$ cat config.mk
export PLATFORM = sky130hd
export DESIGN_NAME = isp_adc_i2c_port
export DESIGN_NICKNAME = d
export VERILOG_FILES = /design/src/common/isp_pkg.sv /design/src/rtl/isp_conv_stage.sv /design/src/rtl/isp_adc_i2c_port.sv
export SDC_FILE = /design/constraint.sdc
export NUM_CORES = 1
export LEC_CHECK = 0
export ABC_CLOCK_PERIOD_IN_PS = 2600
export BUFFER_PORTS_ARGS = -buffer_cell sky130_fd_sc_hd__buf_2
export CAP_MARGIN = 5
export CORE_ASPECT_RATIO = 1.1
export CORE_MARGIN = 2
export CORE_UTILIZATION = 35
export CTS_CLUSTER_SIZE = 16
export DETAILED_ROUTE_END_ITERATION = 6
export GPL_ROUTABILITY_DRIVEN = 0
export PLACE_DENSITY = 0.53
export SETUP_SLACK_MARGIN = 0.02
export SLEW_MARGIN = 20
export SYNTH_ARGS = -nofsm -noshare
export SYNTH_HDL_FRONTEND = slang
export SYNTH_SLANG_ARGS = --single-unit
$ cat constraint.sdc
create_clock -name clk_i -period 2.6 [get_ports clk_i]
set_clock_uncertainty 0.1 [all_clocks]
set_input_delay 0.26 -clock clk_i [delete_from_list [all_inputs] [get_ports clk_i]]
set_output_delay 0.26 -clock clk_i [all_outputs]
set_load 0.005 [all_outputs]
$ cat src/common/isp_pkg.sv
package isp_pkg;

	// ------------------------------------------------------------
	// Byte addresses and field positions
	// ------------------------------------------------------------
	localparam logic [7:0] ISP_REG_CTRL = 8'hF4;
	localparam logic [7:0] ISP_REG_SAMPLE = 8'hF6;
	localparam int ISP_CTRL_PD_BIT = 0;
	localparam int ISP_CTRL_SETTLED_BIT = 1;
	localparam logic ISP_CTRL_PD_RST = 1'b1;
	localparam logic [7:0] ISP_UNMAPPED_RD = 8'h00;
	localparam int ISP_SAMPLE_W = 8;

	// ------------------------------------------------------------
	// Bus address and timing
	// ------------------------------------------------------------
	localparam logic [6:0] ISP_SLV_ADDR = 7'h00;
	localparam int ISP_CLK_PERIOD_NS = 50;
	localparam int ISP_SETTLE_US = 600;
	localparam int ISP_SETTLE_CYC = (ISP_SETTLE_US * 1000 + ISP_CLK_PERIOD_NS - 1)
		/ ISP_CLK_PERIOD_NS;
	localparam int ISP_SETTLE_W = 14;
	localparam logic [3:0] ISP_BITS_PER_BYTE = 4'h8;

	// ------------------------------------------------------------
	// Types
	// ------------------------------------------------------------
	typedef struct packed {
		logic amp_on;
		logic par_en;
	} isp_cfg_t;

	typedef struct packed {
		logic scl;
		logic sda;
	} isp_i2c_in_t;

	typedef struct packed {
		logic sda_o;
		logic sda_oe;
	} isp_i2c_out_t;

	typedef enum logic [6:0] {
		ISP_ST_IDLE = 7'h01,
		ISP_ST_ADDR = 7'h02,
		ISP_ST_ACK_A = 7'h04,
		ISP_ST_WR = 7'h08,
		ISP_ST_ACK_W = 7'h10,
		ISP_ST_RD = 7'h20,
		ISP_ST_ACK_R = 7'h40
	} isp_state_t;

endpackage

$ cat src/rtl/isp_conv_stage.sv
`timescale 1ns/1ps
module isp_conv_stage (
	input wire logic clk_i,
	input wire logic rstn_i,
	input wire logic conv_done_i,
	input wire logic [isp_pkg::ISP_SAMPLE_W-1:0] conv_data_i,
	input wire logic converter_power_down_i,
	input wire isp_pkg::isp_cfg_t cfg_i,
	output logic [isp_pkg::ISP_SAMPLE_W-1:0] par_o,
	output logic active_o
);

	// ------------------------------------------------------------
	// Capture buffer
	// ------------------------------------------------------------
	logic [isp_pkg::ISP_SAMPLE_W-1:0] buf_r;

	// Idle unless amplifier on, output enabled and not powered down
	assign active_o = cfg_i.amp_on & cfg_i.par_en & ~converter_power_down_i;

	// Done pulse is the only capture event; no other path loads the buffer
	always_ff @(posedge clk_i or negedge rstn_i) begin
		if (!rstn_i) begin
			buf_r <= 8'h00;
		end else if (conv_done_i && active_o) begin
			buf_r <= conv_data_i;
		end
	end

	// Parallel lines held low while output disabled
	always_ff @(posedge clk_i or negedge rstn_i) begin
		if (!rstn_i) begin
			par_o <= 8'h00;
		end else begin
			par_o <= cfg_i.par_en ? buf_r : 8'h00;
		end
	end

endmodule

$ cat src/rtl/isp_adc_i2c_port.sv
`timescale 1ns/1ps
module isp_adc_i2c_port #(
	parameter int SETTLE_CYC = isp_pkg::ISP_SETTLE_CYC
) (
	input wire logic clk_i,
	input wire logic rstn_i,
	input wire logic conv_done_i,
	input wire logic [isp_pkg::ISP_SAMPLE_W-1:0] conv_data_i,
	input wire isp_pkg::isp_cfg_t cfg_i,
	input wire isp_pkg::isp_i2c_in_t i2c_i,
	output isp_pkg::isp_i2c_out_t i2c_o,
	output logic converter_power_down_o,
	output logic [isp_pkg::ISP_SAMPLE_W-1:0] par_lines_o,
	output logic settled_o
);

	// ------------------------------------------------------------
	// Converter stage
	// ------------------------------------------------------------
	logic conv_active;
	logic [isp_pkg::ISP_SAMPLE_W-1:0] par_lines;
	logic pd_r;

	isp_conv_stage u_conv (
		.clk_i(clk_i),
		.rstn_i(rstn_i),
		.conv_done_i(conv_done_i),
		.conv_data_i(conv_data_i),
		.converter_power_down_i(pd_r),
		.cfg_i(cfg_i),
		.par_o(par_lines),
		.active_o(conv_active)
	);

	assign par_lines_o = par_lines;
	assign converter_power_down_o = pd_r;

	// ------------------------------------------------------------
	// Line sampling and bus events
	// ------------------------------------------------------------
	logic scl_r;
	logic scl_d_r;
	logic sda_r;
	logic sda_d_r;
	logic scl_rise;
	logic scl_fall;
	logic start_ev;
	logic stop_ev;

	// Idle-high reset avoids a false start at release
	always_ff @(posedge clk_i or negedge rstn_i) begin
		if (!rstn_i) begin
			scl_r <= 1'b1;
			scl_d_r <= 1'b1;
			sda_r <= 1'b1;
			sda_d_r <= 1'b1;
		end else begin
			scl_r <= i2c_i.scl;
			scl_d_r <= scl_r;
			sda_r <= i2c_i.sda;
			sda_d_r <= sda_r;
		end
	end

	assign scl_rise = scl_r & ~scl_d_r;
	assign scl_fall = ~scl_r & scl_d_r;
	assign start_ev = scl_r & scl_d_r & sda_d_r & ~sda_r;
	assign stop_ev = scl_r & scl_d_r & ~sda_d_r & sda_r;

	// ------------------------------------------------------------
	// Read data
	// ------------------------------------------------------------
	logic [7:0] sample_byte;
	logic [7:0] rd_data;

	// Line n maps to bit n
	for (genvar gi = 0; gi < isp_pkg::ISP_SAMPLE_W; gi++) begin : g_map
		assign sample_byte[gi] = par_lines[gi];
	end

	// ------------------------------------------------------------
	// Protocol engine
	// ------------------------------------------------------------
	isp_pkg::isp_state_t state_r;
	logic [3:0] bit_cnt_r;
	logic [7:0] shift_r;
	logic [7:0] tx_r;
	logic [7:0] ptr_r;
	logic rw_r;
	logic first_wr_r;
	logic mack_r;
	logic sda_oe_r;
	logic ctrl_wr;
	logic byte_done;

	assign byte_done = (bit_cnt_r == isp_pkg::ISP_BITS_PER_BYTE);

	always_comb begin
		if (ptr_r == isp_pkg::ISP_REG_SAMPLE) begin
			rd_data = sample_byte;
		end else if (ptr_r == isp_pkg::ISP_REG_CTRL) begin
			rd_data = 8'h00;
			rd_data[isp_pkg::ISP_CTRL_PD_BIT] = pd_r;
			rd_data[isp_pkg::ISP_CTRL_SETTLED_BIT] = settled_o;
		end else begin
			rd_data = isp_pkg::ISP_UNMAPPED_RD;
		end
	end

	// Data bytes after the pointer byte only land in the control byte
	assign ctrl_wr = (state_r == isp_pkg::ISP_ST_WR) && scl_fall && byte_done
		&& !first_wr_r && (ptr_r == isp_pkg::ISP_REG_CTRL);

	always_ff @(posedge clk_i or negedge rstn_i) begin
		if (!rstn_i) begin
			state_r <= isp_pkg::ISP_ST_IDLE;
			bit_cnt_r <= 4'h0;
			shift_r <= 8'h00;
			tx_r <= 8'h00;
			ptr_r <= 8'h00;
			rw_r <= 1'b0;
			first_wr_r <= 1'b0;
			mack_r <= 1'b0;
			sda_oe_r <= 1'b0;
		end else if (stop_ev) begin
			state_r <= isp_pkg::ISP_ST_IDLE;
			sda_oe_r <= 1'b0;
		end else if (start_ev) begin
			// Repeated start keeps the pointer
			state_r <= isp_pkg::ISP_ST_ADDR;
			bit_cnt_r <= 4'h0;
			sda_oe_r <= 1'b0;
		end else begin
			case (state_r)
				isp_pkg::ISP_ST_IDLE: begin
					sda_oe_r <= 1'b0;
				end
				isp_pkg::ISP_ST_ADDR, isp_pkg::ISP_ST_WR: begin
					if (scl_rise) begin
						shift_r <= {shift_r[6:0], sda_r};
						bit_cnt_r <= bit_cnt_r + 4'h1;
					end else if (scl_fall && byte_done) begin
						if (state_r == isp_pkg::ISP_ST_WR) begin
							sda_oe_r <= 1'b1;
							state_r <= isp_pkg::ISP_ST_ACK_W;
							if (first_wr_r) begin
								ptr_r <= shift_r;
							end
							first_wr_r <= 1'b0;
						end else if (shift_r[7:1] == isp_pkg::ISP_SLV_ADDR) begin
							sda_oe_r <= 1'b1;
							rw_r <= shift_r[0];
							state_r <= isp_pkg::ISP_ST_ACK_A;
						end else begin
							// Other address: stay off the bus until the next start
							state_r <= isp_pkg::ISP_ST_IDLE;
						end
					end
				end
				isp_pkg::ISP_ST_ACK_A: begin
					if (scl_fall) begin
						if (rw_r) begin
							tx_r <= rd_data;
							sda_oe_r <= ~rd_data[7];
							bit_cnt_r <= 4'h1;
							state_r <= isp_pkg::ISP_ST_RD;
						end else begin
							sda_oe_r <= 1'b0;
							bit_cnt_r <= 4'h0;
							first_wr_r <= 1'b1;
							state_r <= isp_pkg::ISP_ST_WR;
						end
					end
				end
				isp_pkg::ISP_ST_ACK_W: begin
					if (scl_fall) begin
						sda_oe_r <= 1'b0;
						bit_cnt_r <= 4'h0;
						state_r <= isp_pkg::ISP_ST_WR;
					end
				end
				isp_pkg::ISP_ST_RD: begin
					if (scl_fall) begin
						if (byte_done) begin
							sda_oe_r <= 1'b0;
							state_r <= isp_pkg::ISP_ST_ACK_R;
						end else begin
							sda_oe_r <= ~tx_r[6];
							tx_r <= {tx_r[6:0], 1'b0};
							bit_cnt_r <= bit_cnt_r + 4'h1;
						end
					end
				end
				isp_pkg::ISP_ST_ACK_R: begin
					if (scl_rise) begin
						mack_r <= ~sda_r;
					end else if (scl_fall) begin
						// No auto-increment: repeated reads fetch fresh lines
						if (mack_r) begin
							tx_r <= rd_data;
							sda_oe_r <= ~rd_data[7];
							bit_cnt_r <= 4'h1;
							state_r <= isp_pkg::ISP_ST_RD;
						end else begin
							state_r <= isp_pkg::ISP_ST_IDLE;
						end
					end
				end
				default: begin
					state_r <= isp_pkg::ISP_ST_IDLE;
					sda_oe_r <= 1'b0;
				end
			endcase
		end
	end

	assign i2c_o.sda_o = 1'b0;
	assign i2c_o.sda_oe = sda_oe_r;

	// ------------------------------------------------------------
	// Control byte
	// ------------------------------------------------------------
	// Powered down from reset so the converter draws nothing until asked
	always_ff @(posedge clk_i or negedge rstn_i) begin
		if (!rstn_i) begin
			pd_r <= isp_pkg::ISP_CTRL_PD_RST;
		end else if (ctrl_wr) begin
			pd_r <= shift_r[isp_pkg::ISP_CTRL_PD_BIT];
		end
	end

	// ------------------------------------------------------------
	// Settle timer
	// ------------------------------------------------------------
	logic [isp_pkg::ISP_SETTLE_W-1:0] settle_cnt_r;
	logic settle_hit;

	assign settle_hit = (settle_cnt_r == isp_pkg::ISP_SETTLE_W'(SETTLE_CYC - 1));

	// Status only; the master is still expected to keep its own wait
	always_ff @(posedge clk_i or negedge rstn_i) begin
		if (!rstn_i) begin
			settle_cnt_r <= '0;
			settled_o <= 1'b0;
		end else if (!conv_active) begin
			settle_cnt_r <= '0;
			settled_o <= 1'b0;
		end else if (!settled_o) begin
			settle_cnt_r <= settle_cnt_r + isp_pkg::ISP_SETTLE_W'(1);
			settled_o <= settle_hit;
		end
	end

endmodule

# Word-level counts from Yosys, hierarchy flattened
# Cells that the tools add are included.
# classes
n_eq_ne,42
n_mux,62
n_shift,0
multipliers,0
n_lt_le_gt_ge,0
addsub,2
div,0
bitwise,20
n_reduce_logical,21
# op_table
cell,n
7-bit 2-to-1 mux,17
7-bit one-hot mux with 6 select lines,1
4-bit 2-to-1 mux,9
"4-bit inequality test, second input constant",9
14-bit 2-to-1 mux,2
"3-bit inequality test, second input constant",9
"2-bit inequality test, second input constant",12
1-bit 2-to-1 mux,22
7-bit one-hot mux with 3 select lines,1
4-bit one-hot mux with 5 select lines,1
10-bit AND reduction,2
9-bit AND reduction,2
"8-bit equality test, second input constant",2
8-bit 2-to-1 mux,2
"14-bit by 1-bit adder with 14-bit output, second input constant",1
"14-bit equality test, second input constant",1
7-bit AND reduction,2
6-bit 2-to-1 mux,2
1-bit inverter,11
1-bit bitwise AND,9
4-bit AND reduction,2
8-bit AND reduction,1
"7-bit by 1-bit equality test with 1-bit output, second input constant",1
"7-bit by 2-bit equality test with 1-bit output, second input constant",1
20 further kinds,25
# word_totals
mem_bits_rw,0
romBits,0
input_bits,15
latchBits,0
regBits,74
output_inout_bits,12
memories,0

# Depth between registers and ports, before layout
# Gate-level depths: netlist of run 1.
# depth
depth_word,10
mapped_depth,9

# Cells and area by module
# A second synthesis of run 1 with hierarchy kept.
# unflattened
cells_unflattened,360
area_unflattened_um2,3821.2
# modules_own_cells
module,n_inst,cells_per_inst,area_per_inst_um2
isp_adc_i2c_port,1,324,3228.1
isp_conv_stage,1,36,593.1

# Worst setup path after synthesis of run 1
# OpenSTA, ideal clock, no wires.
# synth_path
path_type,register to register
startpoint,register state_r[4]
endpoint,register tx_r[0]
arrival_ns,2.013
synth_period_minus_slack_ns,2.237
setup_time_ns,0.125
stages_incl_launch_ff,6
setup_slack_ns,0.363
path_cell_list,dfrtp_1 > buf_6 > or4_4 > a211o_1 > nor4b_4 > mux2_2
# synth_between
elab_chain_cells,3
word_cells_on_any_way,13
# synth_lines
element,line,source
from (decl),isp_adc_i2c_port.sv:84,isp_pkg::isp_state_t state_r;
from (signal assigned),isp_adc_i2c_port.sv:116,state_r <= isp_pkg::ISP_ST_IDLE;
from (signal assigned),isp_adc_i2c_port.sv:126,state_r <= isp_pkg::ISP_ST_IDLE;
from (signal assigned),isp_adc_i2c_port.sv:130,state_r <= isp_pkg::ISP_ST_ADDR;
"7-bit by 6-bit equality test with 1-bit output, or another cell as far along",isp_adc_i2c_port.sv:134,case (state_r)
2-bit inequality test (no line) or 3-bit nonzero test (tied branches),--,
10-bit AND reduction (no line),--,
to (signal assigned),isp_adc_i2c_port.sv:163,tx_r <= rd_data;
to (signal assigned),isp_adc_i2c_port.sv:189,"tx_r <= {tx_r[6:0], 1'b0};"
to (signal assigned),isp_adc_i2c_port.sv:200,tx_r <= rd_data;
to (decl),isp_adc_i2c_port.sv:87,logic [7:0] tx_r;
# Parallel ways exist; a longest one is shown, timed or not.
# A chain may end at the register's enable or synchronous reset.

# Worst setup path after layout of run 1
# layout_path
startpoint,register state_r[2]
endpoint,register bit_cnt_r[3]
# layout_between
elab_chain_cells,4
word_cells_on_any_way,19
# layout_lines
element,line,source
7-bit by 4-bit equality test with 1-bit output or 7-bit by 2-bit equality test with 1-bit output (tied branches),isp_adc_i2c_port.sv:134,
2-bit OR reduction,isp_adc_i2c_port.sv:134,
"6-bit nonzero test (no line), or another cell as far along",--,
10-bit AND reduction (no line) or 4-bit 2-to-1 mux (tied branches),--,
to (signal assigned),isp_adc_i2c_port.sv:141,bit_cnt_r <= bit_cnt_r + 4'h1;
to (signal assigned),isp_adc_i2c_port.sv:190,bit_cnt_r <= bit_cnt_r + 4'h1;
to (decl),isp_adc_i2c_port.sv:85,logic [3:0] bit_cnt_r;
# Parallel ways exist; a longest one is shown, timed or not.

==> results of run 1 <==
-- per-layer routing --
| layer | global-route usage [%] | vias up |
|---|---|---|
| li1 | - | 1224 |
| met1 | 18.1 | 1217 |
| met4 | 9.00 | 0 |
| met2 | 21.9 | 49 |
| met5 | 0 | - |
| met3 | 2.73 | 15 |
-- area by class of cell --
cell class | count | share of cell area (%)
Timing Repair Buffer | 37 | 5.55
Clock buffer | 10 | 3.39
Sequential cell | 74 | 45.8
Inverter | 9 | 0.832
Tap cell | 120 | 3.70
Multi-Input combinational cell | 230 | 39.4
Clock inverter | 5 | 1.36
-- Yosys cell counts, types with 2 or more instances --
master | n | area share, %
xnor2_1 | 3 | 0.74
a21oi_1 | 10 | 1.4
dfstp_2 | 6 | 4.4
nand3b_1 | 2 | 0.42
dfrtp_1 | 68 | 48
o31ai_1 | 3 | 0.63
o21ai_0 | 15 | 2.1
buf_4 | 2 | 0.42
or3_1 | 6 | 1.1
nor2_1 | 31 | 3.3
a21oi_2 | 4 | 0.98
or4_1 | 2 | 0.42
nand4_1 | 2 | 0.35
a22oi_1 | 6 | 1.3
nand4b_1 | 3 | 0.74
nor2b_1 | 6 | 1.1
inv_1 | 9 | 0.95
buf_6 | 2 | 0.63
nand3_1 | 10 | 1.4
o2bb2ai_1 | 2 | 0.49
mux2_2 | 28 | 8.9
nor3b_1 | 4 | 0.84
and2_1 | 8 | 1.4
and3_1 | 5 | 0.88
buf_2 | 2 | 0.28
ha_1 | 3 | 1.1
clkbuf_1 | 5 | 0.53
nand2b_1 | 4 | 0.70
nor3_1 | 7 | 0.98
mux2i_1 | 3 | 0.84
xor2_1 | 12 | 3.0
nand2_1 | 21 | 2.2
-- placed cells by master (no fill, tap or decap), types with 2 or more instances in the layout --
cell / count
clkinvlp_4: 2
nand4_1: 2
and2_1: 8
dfstp_2: 6
o2bb2ai_1: 2
a22oi_1: 6
ha_1: 3
mux2_2: 28
or4_1: 2
dfrtp_1: 68
or3_1: 6
clkinv_2: 2
clkbuf_8: 10
nor2b_1: 6
nor3_1: 7
nand4b_1: 3
nand3_1: 10
nand2_1: 21
inv_1: 9
mux2i_1: 3
a21oi_1: 10
xor2_1: 12
and3_1: 5
buf_4: 10
dlygate4sd3_1: 3
xnor2_1: 3
o21ai_0: 15
a21oi_2: 4
nand3b_1: 2
nor3b_1: 4
buf_2: 24
o31ai_1: 3
nor2_1: 31
nand2b_1: 4
-- report_power, final --
group / switching [mW] / internal, mW / total, mW
sequential: 0.136 / 1.32 / 1.45
combinational: 0.317 / 0.273 / 0.590
clock: 0.432 / 0.460 / 0.892
-- path summary, 6_finish.rpt --
check / endpoint / slack [ns] / cells after the start
hold / removal: u_conv.buf_r[4] / 0.03 / 2
setup / recovery: bit_cnt_r[3] / 0.23 / 6
setup reg to reg: bit_cnt_r[3] / 0.23 / 6
hold reg to reg: scl_d_r / 0.32 / 0
max in group asynchronous: sda_d_r / 1.21 / 3
min in group asynchronous: shift_r[5] / 0.49 / 2
-- flip-flops by register name, summed over array words and instances (netlist names), 4 cells and up --
signal	cells
u_conv.par_o	8
ptr_r	8
shift_r	8
settle_cnt_r	14
tx_r	7
state_r	7
u_conv.buf_r	8
bit_cnt_r	4
-- worst register-to-register path: stages, from the launching register on --
cell and delay [ns]:
dfrtp_1 0.56, or4b_4 0.56, o311a_1 0.15, o31ai_1 0.30, a21o_2 0.23, o21ai_0 0.09, mux2_2 0.26
-- kinds of logic after synthesis --
family	after synthesis
other	1
adder cells (fa/ha/maj)	3
AO/OA/AOI/OAI	56
XOR/XNOR	15
multiplexers	31
buffers and inverters	20
AND/OR/NAND/NOR	124
flip-flops	74
==> impl_metrics.toml, run 1 <==
[worst_setup_path]
crit_path_start = "state_r[2]"
endpoint_kind = "flop"
max_stage_delay_ns = 0.56
crit_type = "flop to flop"
required_ns = 2.75
path_buf_inv = 0
crit_family = "compound AO/OA/AOI/OAI gates"
rr_startpoint = "state_r[2]"
worstPathArrival_ns = 2.51
worstPathCellList = "or4b_4 > o311a_1 > o31ai_1 > a21o_2 > o21ai_0 > mux2_2"
critical_path_peak_fanout = 14
cp-start-kind = "flop"
crit_slowest_cell = "dfrtp_1"

[power_and_ir_drop]
irDropWorstVdd_mv = 0.413
cellLeakagePower_nw = 1.87
power.total_mw = 2.94
powerDensity_nw_per_um2 = 723

[synthesis]
synth_area_um2 = 3560
synthFlopType = "dfrtp_1"
synth_area_per_cell_um2 = 11.0
synth_compound_area_share_pct = 10.7
synth_edf_count = 0
synth_cell_type_count = 62
ys_async_sr_fraction_pct = 100
synthAdderAreaFrac_pct = 1.06
syn_inst = 324
yosysSeqAreaShare_pct = 52.3
synth_xor_area_share_pct = 3.69
syn-num-nets = 342
ys_ff_latch = 74
ys_warn_count = 0
synth-simple-area-share_pct = 19.7
muxShareOfSynthArea_pct = 9.71
synth_top_family_by_area = "simple AND/OR/NAND/NOR gates"

[clock_tree]
cts_root_buf = "clkbuf_8"
clock_latency_ns = 0.36
htreeDepth = 3
tritoncts = "done"
cts_sinks = 74
numCtsBuffers = 9
cts_resized = 0
path_clk_slew_ns = 0.08
post-cts-setup-buffers = 0
cts_hold_buf = 3
clock_path_buffers = 2

[floorplanning]
coreArea_um2 = 9890
start_util_pct = 36.0
die-area_um2 = 11000
die_w_um = 100
ios = 27
rows = 38
die_h_um = 110

[timing]
hold_slack_ns = 0.0268
drv_slew = 0
finalHoldViolations = 0
tightest_slew_ns = 0.934
max_freq_mhz = 423
rsz0062_at_grt = "no"
setup_ws_ns = 0.234
tns_ns = 0
min_period_over_period_pct = 91.0
setup_viol = 0
layout_min_cycle_time_ns = 2.37
slew_headroom_pct = 37.7

[final_layout]
drive_gt1_share_pct = 25.8
diodes = 0
area_growth_pct = 14.1
nFillCells = 976
design_area_um2 = 4060
final_cells = 485
layout.nets = 379
seqCellArea_um2 = 1860
multiInputGateArea_um2 = 1600
fin_util_pct = 41.0

[drt]
wirelength_met1_um = 3310
drtPass1Iterations = 4
vias = 2505
drc = 0
drtAntennaViolNets = 0
drt_wl_total_um = 7090
wl_met2_um = 3310
viasPerCell = 5.16
drt_iter0_drc = 128
wl_met3_um = 243
top_layer = "met4"
wl_per_cell_um = 14.6

[place]
dp_hpwl_um = 4910
place_ws_ns = 0.266
dp.cells = 467
io_buffers = 25
place_area_um2 = 3840

[hold_path]
hold_path.class = "primary input to flop"
holdCritStartpoint = "conv_data_i[4]"

[run]
cap_violations = 0

[global_route]
grtUsageTotal_pct = 14.1
grt_pass1_wl_um = 12000
antenna_found_initial = 0
grt_max_degree = 75
grt_pass1_vias = 2477
grt_overflow = 0

[run_status]
status = "complete, no violations"
Power figures use the tool's default switching activity.
==> run 2, diff against run 1 <==
--- a/config.mk
+++ b/config.mk
@@ -11,6 +11,7 @@
 export CORE_ASPECT_RATIO = 1.1
 export CORE_MARGIN = 2
 export CORE_UTILIZATION = 35
+export CTS_BUF_LIST = sky130_fd_sc_hd__clkbuf_4
 export CTS_CLUSTER_SIZE = 16
 export DETAILED_ROUTE_END_ITERATION = 6
 export GPL_ROUTABILITY_DRIVEN = 0
==> impl_metrics.toml, run 2 (same netlist as run 1, synthesis figures left out) <==
[power_and_ir_drop]
p_comb_share_pct = 21.9
powerDensity_nw_per_um2 = 673
irDropWorstVdd_mv = 0.385
seqPwrFrac_pct = 53.0
switching_share_pct = 31.5
p_int_mw = 1.88
p_sw_mw = 0.862
cellLeakagePower_nw = 1.88
clockPowerShare_pct = 25.1

[clock_tree]
cts_sinks = 74
clock_latency_ns = 0.44
cts_root_buf = "clkbuf_4"
htreeDepth = 3
numCtsBuffers = 9
cts_hold_buf = 11
cts_resized = 0
tritoncts = "done"
post-cts-setup-buffers = 0
clock_path_buffers = 2
path_clk_slew_ns = 0.13

[worst_setup_path]
crit_type = "flop to flop"
cp-start-kind = "flop"
worstPathArrival_ns = 2.62
required_ns = 2.82
endpoint_kind = "flop"
critical_path_peak_fanout = 14

[global_route]
grt_pass1_wl_um = 12100
antenna_found_initial = 0
grt_overflow = 0
grtUsageTotal_pct = 14.1
grt_pass1_vias = 2524
grt_max_degree = 75

[drt]
wl_met3_um = 252
drtPass1Iterations = 4
wirelength_met1_um = 3310
wl_met2_um = 3370
drtAntennaViolNets = 0
wl_per_cell_um = 14.5
top_layer = "met4"
vias = 2562
drt_wl_total_um = 7140
drc = 0
viasPerCell = 5.20
drt_iter0_drc = 117

[place]
io_buffers = 25
dp_hpwl_um = 4910

[run]
cap_violations = 0

[floorplanning]
die_w_um = 100
coreArea_um2 = 9890
die_h_um = 110
start_util_pct = 36.0
ios = 27
rows = 38
die-area_um2 = 11000

[timing]
min_period_over_period_pct = 92.1
drv_slew = 0
hold_slack_ns = 0.0430
tightest_slew_ns = 0.926
rsz0062_at_grt = "no"
slew_headroom_pct = 38.2
finalHoldViolations = 0
setup_viol = 0
tns_ns = 0
layout_min_cycle_time_ns = 2.40
max_freq_mhz = 417

[final_layout]
area_growth_pct = 14.5
diodes = 0
layout.nets = 387
max_flop_register = "settle_cnt_r"
final_common_cell = "dfrtp_1"
final_cell_mix = "dfrtp_1 (68), nor2_1 (31), mux2_2 (28)"
largest_register_ffs = 14
drive_gt1_share_pct = 24.9

[run_status]
status = "complete, no violations"

[hold_path]
hold_path.class = "primary input to flop"
[run 2: critical path, cell delays in order, from the launching register on]
cell     delay (ns)
dfrtp_1        0.59
or4b_4         0.56
o311a_1        0.15
o31ai_1        0.30
a21o_2         0.23
o21ai_0        0.09
mux2_2         0.26
[run 2: power groups by stage]
stage / clock, mW / combinational, mW / sequential [mW]
final: 0.689 / 0.599 / 1.45
after global routing: 0.769 / 0.675 / 1.48
after CTS: 0.716 / 0.605 / 1.45
after detailed placement: 0 / 0.588 / 1.48
after global placement: 0 / 0.590 / 1.47
after floorplan: 0 / 0.432 / 1.43
[run 2: layer usage]
layer	up-vias	global-route usage, %
met4	0	8.12
li1	1243	-
met3	18	2.73
met5	-	0
met2	54	22.2
met1	1247	18.3
[run 2: area by class of cell]
cell class              instances  area [um2]
inverters                       9        33.8
flip-flops and latches         74        1860
clock buffers                   9        67.6
clock inverters                 6        58.8
fillers                       975        5820
well taps                     120         150
repair buffers                 45         305
multi-input cells             230        1600
[run 2: per-stage QoR]
step                area [um2]  utilization (%)  cells  total power [mW]  setup WS, ns
floorplan                 3560                -    324              1.86         0.363
global placement          3840             38.8    467              2.06         0.318
detailed placement        3840             38.8    467              2.06         0.266
CTS                       4070             41.2    493              2.77         0.240
global route              4070             41.2    493              2.92        0.0968
finish                    4070             41.2    493              2.74         0.204
[run 2: worst paths after layout]
kind	start	end	slack [ns]	depth (start not counted)
worst max-delay path	state_r[2]	bit_cnt_r[3]	0.20	6
worst min-delay path	cfg_i[0]	u_conv.par_o[4]	0.04	2
worst max register to register	state_r[2]	bit_cnt_r[3]	0.20	6
worst min register to register	sda_r	sda_d_r	0.32	0
max in group asynchronous	rstn_i	sda_d_r	1.29	3
min in group asynchronous	rstn_i	shift_r[5]	0.41	2
